`config.mk`:
```
export PLATFORM = sky130hd
export DESIGN_NAME = icg_gpio_port
export DESIGN_NICKNAME = d
export VERILOG_FILES = /design/src/verilog/icg_pkg.sv /design/src/verilog/icg_pin_sync.sv /design/src/verilog/icg_gpio_port.sv
export SDC_FILE = /design/constraint.sdc
export NUM_CORES = 1
export LEC_CHECK = 0
export BUFFER_PORTS_ARGS = -buffer_cell sky130_fd_sc_hd__buf_4
export CORE_MARGIN = 1.5
export CORE_UTILIZATION = 51
export DETAILED_ROUTE_END_ITERATION = 10
export HOLD_SLACK_MARGIN = 0.1
export PLACE_DENSITY = 0.86
export SLEW_MARGIN = 20
export SYNTH_ARGS = -nofsm -noshare
export SYNTH_HDL_FRONTEND = slang
export SYNTH_SLANG_ARGS = --single-unit
```
`constraint.sdc`:
```
create_clock -name clk_i -period 2 [get_ports clk_i]
set_input_delay 0.4 -clock clk_i [delete_from_list [all_inputs] [get_ports clk_i]]
set_output_delay 0.4 -clock clk_i [all_outputs]
set_load 0.02 [all_outputs]
```
`src/verilog/icg_pkg.sv`:
```
// constants, carriers and state types of the indexed configuration gpio port
package icg_pkg;
	// host i/o addresses of the two ports
	localparam logic [15:0] ICG_INDEX_PORT_ADDR = 16'h002e;
	localparam logic [15:0] ICG_DATA_PORT_ADDR = 16'h002f;
	// key values written to the index port
	localparam logic [7:0] ICG_KEY_ENTER = 8'h87;
	localparam logic [7:0] ICG_KEY_EXIT = 8'haa;
	// configuration register indices
	localparam logic [7:0] ICG_IDX_LDN = 8'h07;
	localparam logic [7:0] ICG_IDX_DIR = 8'hf0;
	localparam logic [7:0] ICG_IDX_VAL = 8'hf1;
	localparam logic [7:0] ICG_IDX_INV = 8'hf2;
	// reset values
	localparam logic [7:0] ICG_DIR_RST = 8'hff;
	localparam logic [7:0] ICG_VAL_RST = 8'h00;
	localparam logic [7:0] ICG_INV_RST = 8'h00;
	localparam logic [7:0] ICG_LDN_RST = 8'h00;
	localparam logic [7:0] ICG_IDX_RST = 8'h00;
	// default logical device number of the gpio function
	localparam logic [7:0] ICG_GPIO_LDN_DEF = 8'h07;
	// value read back when nothing answers
	localparam logic [7:0] ICG_IDLE_READ = 8'hff;
	localparam logic [7:0] ICG_UNMAPPED_READ = 8'h00;

	// one host i/o cycle, strobes last one clock
	typedef struct packed {
		logic [15:0] addr;
		logic wr;
		logic rd;
		logic [7:0] wdata;
	} icg_io_req_t;

	// state of the main block
	typedef struct packed {
		logic cfg_mode;
		logic key_seen;
		logic [7:0] index;
		logic [7:0] ldn;
		logic [7:0] dir;
		logic [7:0] val;
		logic [7:0] inv;
		logic [7:0] pin_out;
		logic [7:0] pin_oe;
		logic [7:0] rdata;
		logic rvalid;
	} icg_state_t;

	// state of the pin synchroniser
	typedef struct packed {
		logic [7:0] s1;
		logic [7:0] s2;
	} icg_sync_t;
endpackage

```
`src/verilog/icg_pin_sync.sv`:
```
// two flip-flop synchroniser for the eight general pins
`timescale 1ns/1ps
module icg_pin_sync (
	input wire logic clk_i,             // system clock
	input wire logic rstn_i,            // async reset, active low
	input wire logic [7:0] pins_i,      // raw pin levels
	output logic [7:0] pins_o           // synchronised levels
);
	icg_pkg::icg_sync_t st_r;
	icg_pkg::icg_sync_t st_nxt;

	// first stage feeds only the second stage
	always_comb begin
		st_nxt = st_r;
		st_nxt.s1 = pins_i;
		st_nxt.s2 = st_r.s1;
	end

	// state register
	always_ff @(posedge clk_i or negedge rstn_i) begin
		if (!rstn_i) begin
			st_r <= '0;
		end else begin
			st_r <= st_nxt;
		end
	end

	assign pins_o = st_r.s2;
endmodule

```
`src/verilog/icg_gpio_port.sv`:
```
// indexed configuration gpio port: key sequence, index/data ports, eight pins
// Notes on behaviour
// write-only index port at 2eh
// read/write data port at 2fh
// two 87h index writes enter config
// aah index write leaves config mode
// index 07h selects logical device number
// software must pick correct gpio device number
// indices f0h f1h f2h reach gpio registers
// direction bit 1 input, resets ff
// value bits of inputs read-only, reset 0
// inversion bit inverts both directions, reset 0
// outside config mode data accesses ignored
// gpio registers change only when selected
`timescale 1ns/1ps
module icg_gpio_port #(
	parameter logic [7:0] GPIO_LDN = icg_pkg::ICG_GPIO_LDN_DEF // gpio device number
) (
	input wire logic clk_i,                  // system clock, 100 mhz
	input wire logic rstn_i,                 // async reset, active low
	input wire icg_pkg::icg_io_req_t io_req_i, // host i/o cycle
	output logic [7:0] io_rdata_o,           // read data
	output logic io_rvalid_o,                // read data valid pulse
	output logic cfg_mode_o,                 // extended config mode active
	input wire logic [7:0] general_pins_i,   // pin levels in
	output logic [7:0] general_pins_o,       // pin levels driven
	output logic [7:0] general_pins_oe_o     // pin output enables
);
	icg_pkg::icg_state_t st_r;
	icg_pkg::icg_state_t st_nxt;
	logic [7:0] pins_sync;
	logic idx_wr;
	logic dat_wr;
	logic dat_rd;
	logic gpio_sel;
	logic [7:0] pin_in_view;

	// true when the cycle hits the given port
	function automatic logic hits(input logic [15:0] addr, input logic [15:0] port);
		hits = (addr == port);
	endfunction

	// pins from outside are synchronised first
	icg_pin_sync u_sync (
		.clk_i(clk_i),
		.rstn_i(rstn_i),
		.pins_i(general_pins_i),
		.pins_o(pins_sync)
	);

	// port decode
	// index port decode
	assign idx_wr = io_req_i.wr && hits(io_req_i.addr, icg_pkg::ICG_INDEX_PORT_ADDR);
	// data port decode
	assign dat_wr = io_req_i.wr && hits(io_req_i.addr, icg_pkg::ICG_DATA_PORT_ADDR);
	assign dat_rd = io_req_i.rd && hits(io_req_i.addr, icg_pkg::ICG_DATA_PORT_ADDR);
	// gpio device selected
	assign gpio_sel = (st_r.ldn == GPIO_LDN);
	// inbound pins seen through the inversion
	assign pin_in_view = pins_sync ^ st_r.inv;

	// next state
	always_comb begin
		st_nxt = st_r;
		st_nxt.rvalid = 1'b0;
		// key sequence and index handling
		if (idx_wr) begin
			if (io_req_i.wdata == icg_pkg::ICG_KEY_EXIT) begin
				// leave config mode
				st_nxt.cfg_mode = 1'b0;
				st_nxt.key_seen = 1'b0;
			end else if (!st_r.cfg_mode) begin
				// second key enters, other writes keep the first
				if (io_req_i.wdata == icg_pkg::ICG_KEY_ENTER) begin
					st_nxt.cfg_mode = st_r.key_seen;
					st_nxt.key_seen = 1'b1;
				end
			end else begin
				// index chooses the data port target
				st_nxt.index = io_req_i.wdata;
			end
		end
		// data port writes
		// only inside config mode
		if (dat_wr && st_r.cfg_mode) begin
			if (st_r.index == icg_pkg::ICG_IDX_LDN) begin
				// logical device number
				st_nxt.ldn = io_req_i.wdata;
			end else if (gpio_sel && st_r.index == icg_pkg::ICG_IDX_DIR) begin
				// direction register
				st_nxt.dir = io_req_i.wdata;
			end else if (gpio_sel && st_r.index == icg_pkg::ICG_IDX_VAL) begin
				// input bits keep their value
				st_nxt.val = (st_r.val & st_r.dir) | (io_req_i.wdata & ~st_r.dir);
			end else if (gpio_sel && st_r.index == icg_pkg::ICG_IDX_INV) begin
				// inversion register
				st_nxt.inv = io_req_i.wdata;
			end
		end
		// data port reads
		if (dat_rd) begin
			st_nxt.rvalid = 1'b1;
			if (!st_r.cfg_mode) begin
				st_nxt.rdata = icg_pkg::ICG_IDLE_READ;
			end else if (st_r.index == icg_pkg::ICG_IDX_LDN) begin
				st_nxt.rdata = st_r.ldn;
			end else if (gpio_sel && st_r.index == icg_pkg::ICG_IDX_DIR) begin
				st_nxt.rdata = st_r.dir;
			end else if (gpio_sel && st_r.index == icg_pkg::ICG_IDX_VAL) begin
				// outputs read the register, inputs the pin
				st_nxt.rdata = (st_r.val & ~st_r.dir) | (pin_in_view & st_r.dir);
			end else if (gpio_sel && st_r.index == icg_pkg::ICG_IDX_INV) begin
				st_nxt.rdata = st_r.inv;
			end else begin
				st_nxt.rdata = icg_pkg::ICG_UNMAPPED_READ;
			end
		end
		// outbound value inverted
		st_nxt.pin_out = st_r.val ^ st_r.inv;
		// direction 0 drives the pin
		st_nxt.pin_oe = ~st_r.dir;
	end

	// state register
	always_ff @(posedge clk_i or negedge rstn_i) begin
		if (!rstn_i) begin
			st_r.cfg_mode <= 1'b0;
			st_r.key_seen <= 1'b0;
			st_r.index <= icg_pkg::ICG_IDX_RST;
			st_r.ldn <= icg_pkg::ICG_LDN_RST;
			st_r.dir <= icg_pkg::ICG_DIR_RST;
			st_r.val <= icg_pkg::ICG_VAL_RST;
			st_r.inv <= icg_pkg::ICG_INV_RST;
			st_r.pin_out <= icg_pkg::ICG_VAL_RST ^ icg_pkg::ICG_INV_RST;
			st_r.pin_oe <= ~icg_pkg::ICG_DIR_RST;
			st_r.rdata <= icg_pkg::ICG_IDLE_READ;
			st_r.rvalid <= 1'b0;
		end else begin
			st_r <= st_nxt;
		end
	end

	// outputs straight from the state register
	assign io_rdata_o = st_r.rdata;
	assign io_rvalid_o = st_r.rvalid;
	assign cfg_mode_o = st_r.cfg_mode;
	assign general_pins_o = st_r.pin_out;
	assign general_pins_oe_o = st_r.pin_oe;

	// checks on the key sequence, index, registers and pins
	enter_mode_a: assert property (
		@(posedge clk_i) disable iff (!rstn_i)
		(idx_wr && io_req_i.wdata == icg_pkg::ICG_KEY_ENTER && st_r.key_seen && !st_r.cfg_mode)
		|=> st_r.cfg_mode)
		else $error("second key write did not enter config mode");
	single_key_a: assert property (
		@(posedge clk_i) disable iff (!rstn_i)
		(idx_wr && !st_r.key_seen && !st_r.cfg_mode) |=> !st_r.cfg_mode)
		else $error("config mode entered on a single key");
	exit_mode_a: assert property (
		@(posedge clk_i) disable iff (!rstn_i)
		(idx_wr && io_req_i.wdata == icg_pkg::ICG_KEY_EXIT) |=> !st_r.cfg_mode && !st_r.key_seen)
		else $error("exit key did not leave config mode");
	index_store_a: assert property (
		@(posedge clk_i) disable iff (!rstn_i)
		(idx_wr && st_r.cfg_mode && io_req_i.wdata != icg_pkg::ICG_KEY_EXIT)
		|=> st_r.index == $past(io_req_i.wdata))
		else $error("index write not stored");
	ldn_write_a: assert property (
		@(posedge clk_i) disable iff (!rstn_i)
		(dat_wr && st_r.cfg_mode && st_r.index == icg_pkg::ICG_IDX_LDN)
		|=> st_r.ldn == $past(io_req_i.wdata))
		else $error("device number write lost");
	dir_read_a: assert property (
		@(posedge clk_i) disable iff (!rstn_i)
		(dat_rd && st_r.cfg_mode && gpio_sel && st_r.index == icg_pkg::ICG_IDX_DIR)
		|=> io_rvalid_o && io_rdata_o == $past(st_r.dir))
		else $error("direction readback wrong");
	pin_enable_a: assert property (
		@(posedge clk_i) disable iff (!rstn_i)
		##1 general_pins_oe_o == ~$past(st_r.dir))
		else $error("output enable does not follow direction");
	input_bits_a: assert property (
		@(posedge clk_i) disable iff (!rstn_i)
		dat_wr |=> (st_r.val & $past(st_r.dir)) == ($past(st_r.val) & $past(st_r.dir)))
		else $error("input bit of value register changed");
	invert_out_a: assert property (
		@(posedge clk_i) disable iff (!rstn_i)
		##1 general_pins_o == ($past(st_r.val) ^ $past(st_r.inv)))
		else $error("driven pin value not inverted as set");
	nocfg_hold_a: assert property (
		@(posedge clk_i) disable iff (!rstn_i)
		(!st_r.cfg_mode) |=> $stable(st_r.dir) && $stable(st_r.val) && $stable(st_r.inv)
		&& $stable(st_r.ldn))
		else $error("register changed outside config mode");
	other_ldn_a: assert property (
		@(posedge clk_i) disable iff (!rstn_i)
		(!gpio_sel) |=> $stable(st_r.dir) && $stable(st_r.val) && $stable(st_r.inv))
		else $error("gpio register changed while not selected");

	// checks on read answers, the key sequence and gpio register writes
	read_pulse_a: assert property (
		@(posedge clk_i) disable iff (!rstn_i)
		dat_rd |=> io_rvalid_o)
		else $error("data port read not answered");
	no_answer_a: assert property (
		@(posedge clk_i) disable iff (!rstn_i)
		!dat_rd |=> !io_rvalid_o)
		else $error("read answer without a data port read");
	idle_read_a: assert property (
		@(posedge clk_i) disable iff (!rstn_i)
		(dat_rd && !st_r.cfg_mode) |=> io_rdata_o == icg_pkg::ICG_IDLE_READ)
		else $error("read outside config mode not the idle value");
	key_hold_a: assert property (
		@(posedge clk_i) disable iff (!rstn_i)
		(idx_wr && !st_r.cfg_mode && io_req_i.wdata != icg_pkg::ICG_KEY_ENTER
		&& io_req_i.wdata != icg_pkg::ICG_KEY_EXIT) |=> $stable(st_r.key_seen)
		&& !st_r.cfg_mode)
		else $error("other index write disturbed the key sequence");
	dir_write_a: assert property (
		@(posedge clk_i) disable iff (!rstn_i)
		(dat_wr && st_r.cfg_mode && gpio_sel && st_r.index == icg_pkg::ICG_IDX_DIR)
		|=> st_r.dir == $past(io_req_i.wdata))
		else $error("direction write lost");
	out_bits_a: assert property (
		@(posedge clk_i) disable iff (!rstn_i)
		(dat_wr && st_r.cfg_mode && gpio_sel && st_r.index == icg_pkg::ICG_IDX_VAL)
		|=> (st_r.val & ~$past(st_r.dir)) == ($past(io_req_i.wdata) & ~$past(st_r.dir)))
		else $error("output bit of value register not written");
	inv_write_a: assert property (
		@(posedge clk_i) disable iff (!rstn_i)
		(dat_wr && st_r.cfg_mode && gpio_sel && st_r.index == icg_pkg::ICG_IDX_INV)
		|=> st_r.inv == $past(io_req_i.wdata))
		else $error("inversion write lost");
	val_read_a: assert property (
		@(posedge clk_i) disable iff (!rstn_i)
		(dat_rd && st_r.cfg_mode && gpio_sel && st_r.index == icg_pkg::ICG_IDX_VAL)
		|=> io_rdata_o == (($past(st_r.val) & ~$past(st_r.dir))
		| (($past(pins_sync) ^ $past(st_r.inv)) & $past(st_r.dir))))
		else $error("value readback does not mix register and pins");
endmodule

```
# == Yosys cells after proc, flatten, opt, wreduce, memory -nomap -nowiden ==
# Cells that the tools add are included.
# totals
reg_bits,83
latchBits,0
mem_bits_rw,0
romBits,0
elab_cells,59
n_memories,0
# op_classes
add_sub_neg,0
n_mul,0
div,0
n_lt_le_gt_ge,0
n_eq_ne,10
shifts,0
mux,9
n_bitwise,13
n_reduce_logical,14
# ops
operator,count
$eq A8 B8 Y1 const B,5
$mux W8,5
$and A8 B8 Y8,4
$eq A16 B6 Y1 const B,2
$eq A8 B3 Y1 const B,2
$or A8 B8 Y8,2
$xor A8 B8 Y8,2
$reduce_and A3 Y1,3
$not A8 Y8,1
$logic_and A1 B1 Y1,7
$mux W2,3
$reduce_and A5 Y1,1
$not A1 Y1,4
$reduce_and A4 Y1,1
$ne A2 B1 Y1 const B,1
$reduce_and A2 Y1,1
$reduce_bool A2 Y1,1
$mux W1,1

# == Longest topological paths before layout ==
# depth
depth_word,7
mapped_depth,6
depth_no_buf,4

# == Cells and area by module ==
# A second synthesis with hierarchy kept.
# hier_totals
cells_unflattened,278
hier_area_um2,3707.3
# by_module_without_submodules
module,instances,cells_each,area_each_um2
icg_gpio_port,1,262,3306.9
icg_pin_sync,1,16,400.4

# == Least setup slack after synthesis ==
# No wires, ideal clock.
# synth_path
kind,input to register
startpoint,in io_req_i[23] (netlist bit)
endpoint,reg st_r[49] (netlist bit)
arrival_time_ps,1821
slack_ps,54
stages,4
path_buffers,0
cell_sequence,nor4_1 -> nand4_1 -> nor3_2 -> mux2_2
# synth_via
elab_chain_len,4
# synth_lines
item,line_no,text
"start, declared",icg_gpio_port.sv:21,"input wire icg_pkg::icg_io_req_t io_req_i,"
$eq A16 B6 Y1,icg_gpio_port.sv:40,hits = (addr == port);
$logic_and A1 B1 Y1,icg_gpio_port.sv:55,"assign dat_wr = io_req_i.wr && hits(io_req_i.addr, icg_pkg::ICG_DATA_PORT_ADDR);"
$logic_and A1 B1 Y1,icg_gpio_port.sv:85,if (dat_wr && st_r.cfg_mode) begin
$reduce_and A2 Y1 (no source line),--,
"end signal, assigned",icg_gpio_port.sv:139,st_r <= st_nxt;
"end, declared",icg_gpio_port.sv:29,icg_pkg::icg_state_t st_r;
# Every way passes these cells.
# A chain may end at the register's enable or synchronous reset.

==> results.cfg <==
[grt]
grt.overflow.total = 0
maximum_number_of_pins_on_one_net_before_global_route_repair = 41
via_count_of_the_first_global_routing_pass = 2772
grt_antenna_before_repair = 0
wire_length_of_the_first_global_routing_pass_mm = 14.0
gr-usage-all-layers_pct = 24.1

[power_and_ir_drop]
p_leak_uw = 0.00222
totalPowerFinal_uw = 3070
power_per_cell_area_nw_per_um2 = 633
irDropWorstVdd_mv = 0.239

[sta]
finalHoldWorstSlack_ps = 134
setup_ws_ps = -17.3
timing_worst_slew_pin_value_ps = 608
finalCriticalPeriod_ps = 2020
max_freq_ghz = 0.496
slew_headroom_pct = 59.4
setup_viol = 2
timing.final.crit_share_pct = 101
fin_worst_skew_ps = 18.3
finalMaxSlewViolations = 0
final-hold-violation-count = 0
grt_setup_unrepaired = true

[setup_path]
cp.arrival_ps = 2260
worstSetupEndpointType = flop
register_to_register_setup_slack_ps = -20
path_max_fanout = 7
cp.required_ps = 2240
critical_path.startpoint_type = flop
critical_path.reg2reg.startpoint = st_r[57]$_DFFE_PN0P_
critical_path_class = reg2reg
count_of_cells_along_the_worst_register_to_register_path = 5

[synthesis]
synth.cell_area_um2 = 3830
syn-num-nets = 329
post_synth_num_cell_types = 43
synth.avg_cell_area_um2 = 13.1
yosys-top-cells-area = sky130_fd_sc_hd__dfrtp_1, sky130_fd_sc_hd__mux2_2, sky130_fd_sc_hd__dfstp_2
synth.ff_latch_count = 83
yosys_most_used_dff = sky130_fd_sc_hd__dfrtp_1
synth_area_leader_cell = sky130_fd_sc_hd__dfrtp_1
postSynthCellCount = 293
synth_seq_area_share_pct = 54.8
synth_largest_type_area_fraction_pct = 43.8
synthesis.yosys.warnings = 0
synth_top_cells_by_count = sky130_fd_sc_hd__dfrtp_1, sky130_fd_sc_hd__mux2_2, sky130_fd_sc_hd__buf_4, sky130_fd_sc_hd__a21oi_1, sky130_fd_sc_hd__dfstp_2
count_of_flip_flops_with_a_built_in_enable_after_synthesis = 0
synth_async_sr_flop_share_pct = 100
yosys.cell_count.top_type = sky130_fd_sc_hd__dfrtp_1

[clocking]
cts_htree_levels = 3
cts_sinks = 83
clk_pin_slew_worst_paths_ps = 90
tritoncts = done
clock_path_buffers = 2
insertion_delay_to_the_later_sink_of_the_worst_skew_pair_ps = 370
cts_buffers = 9
clk_root_buffer_cell = sky130_fd_sc_hd__clkbuf_8

[routing]
detail_route.iter0.violations = 403
routed_wire_length_mm = 9.54
drtPass1Iterations = 6
ant_nets = 0
drc_errors = 0
routed_wire_length_per_instance_um = 19.7
via_count = 2852
post_drt_via_cell_ratio = 5.90

[floorplan]
floorplan.core_area_um2 = 7250
io-pin-count = 62
fp.dieArea_um2 = 8040
fp.dieW_um = 89.6
dieHeight_um = 89.6
initial_utilization_pct = 52.8
rows = 31

[worst_hold_path]
whs_endpoint = u_sync.st_nxt[5]$_DFF_PN0_
min-delay-path-class = in2reg
timing.hold.worst.start = general_pins_i[5]
min_path_cells = 1

[finish]
seqCellArea_um2 = 2100
final_layout_size_suffix_gt1_share_pct = 50.3
antenna_cells = 0
design.final.nets = 415
fill_cells = 501
syn_to_final_growth_pct = 26.7
multi_input_combinational_cell_area_um2 = 1550
final_cells = 483

[place]
place_inst = 461
numPortBuffers = 61
post-dp-hpwl_mm = 6.42
finalWeightedCongestion = 0.855

[flow_run]
max_cap_violations = 0

[run_status]
run_status = finished with violations
violations = negative setup slack
## placed cells by master, fill, tap and decap left out, drive strengths merged, types with 6 or more instances in the layout
master / instances
buf: 104
dfrtp: 67
mux2: 40
a21oi: 20
dfstp: 16
nor4: 14
inv: 12
xor2: 12
clkbuf: 12
nor2: 11
nand4: 8
a31oi: 6
## layout make-up
| type | instances | area share [%] |
|---|---|---|
| Tap cell | 99 | 2.55 |
| Inverter | 12 | 0.929 |
| Clock inverter | 4 | 1.03 |
| Timing Repair Buffer | 105 | 17.4 |
| Clock buffer | 12 | 2.99 |
| Multi-Input combinational cell | 168 | 31.9 |
| Sequential cell | 83 | 43.2 |
## what timing repair did
action,4_1_cts,5_1_grt
gates cloned,0,0
pin swaps,2,7
gates resized for setup,2,16
hold endpoints to repair,30,0
hold buffers,1,0
buffers inserted,2,3
endpoints found under the setup margin,17,27
## power by group
group          switching, µW  internal [µW]  leakage [µW]
Clock                    594            610     0.0000926
Combinational           90.0           77.2       0.00111
Sequential              5.51           1700       0.00101
Total                    689           2380       0.00222
## state kept, by name, summed over array words and instances (netlist names), named ones only
name	count
st_r	33
general_pins_o	8
general_pins_oe_o	8
io_rdata_o	8
u_sync.pins_o	8
u_sync.st_nxt	8
cfg_mode_o	1
io_rvalid_o	1
## worst max-delay path by stage
stage                                      to                  from  slack [ps]  cells after the start
finish                                   flop  st_r[57]$_DFFE_PN0P_         -20                      5
global route                             flop  st_r[56]$_DFFE_PN0P_         -90                      5
CTS                      st_r[26]$_DFFE_PN0P_  st_r[61]$_DFFE_PN0P_           2                      5
detailed placement  io_rdata_o[0]$_DFFE_PN1P_          io_req_i[23]        -220                      7
global placement    io_rdata_o[0]$_DFFE_PN1P_          io_req_i[23]        -160                      7
floorplan                st_r[49]$_DFFE_PN0P_          io_req_i[23]          50                      4
## layer usage
metal | track usage [%] | routed length (µm) | up-vias
met5 | 0 | 0 | -
met4 | 10.9 | 456 | 0
met3 | 5.48 | 639 | 43
met2 | 39.4 | 4660 | 160
li1 | - | - | 1239
met1 | 30.6 | 3780 | 1410
## stage by stage
stage          area (µm²)  setup TNS (ps)  worst slack (ps)  utilization [%]
2_1_floorplan        3830               0              54.2                -
3_3_place_gp         4530           -1380              -164             62.4
3_5_place_dp         4530           -3520              -216             62.4
4_1_cts              4760               0              2.40             65.6
5_1_grt              4850           -1280             -88.7             66.9
6_report             4850           -17.3             -17.3             66.9
## critical path: stages (launching register included)
cell                       delay (ps)
sky130_fd_sc_hd__dfrtp_1          510
sky130_fd_sc_hd__nor4bb_2         390
sky130_fd_sc_hd__nand4_1          200
sky130_fd_sc_hd__buf_4            210
sky130_fd_sc_hd__nor4_1           230
sky130_fd_sc_hd__mux2_2           370
## cell families after synthesis
group,Yosys count,share of synthesized area (%)
and+or+nand+nor,63,14.1
AOI/OAI and AO/OA,45,8.10
xor gates and xnor gates,16,3.66
buffers and inverters,42,6.54
DFF,83,54.8
muxes,44,12.8
No activity file was read; power rests on OpenSTA's default activity.
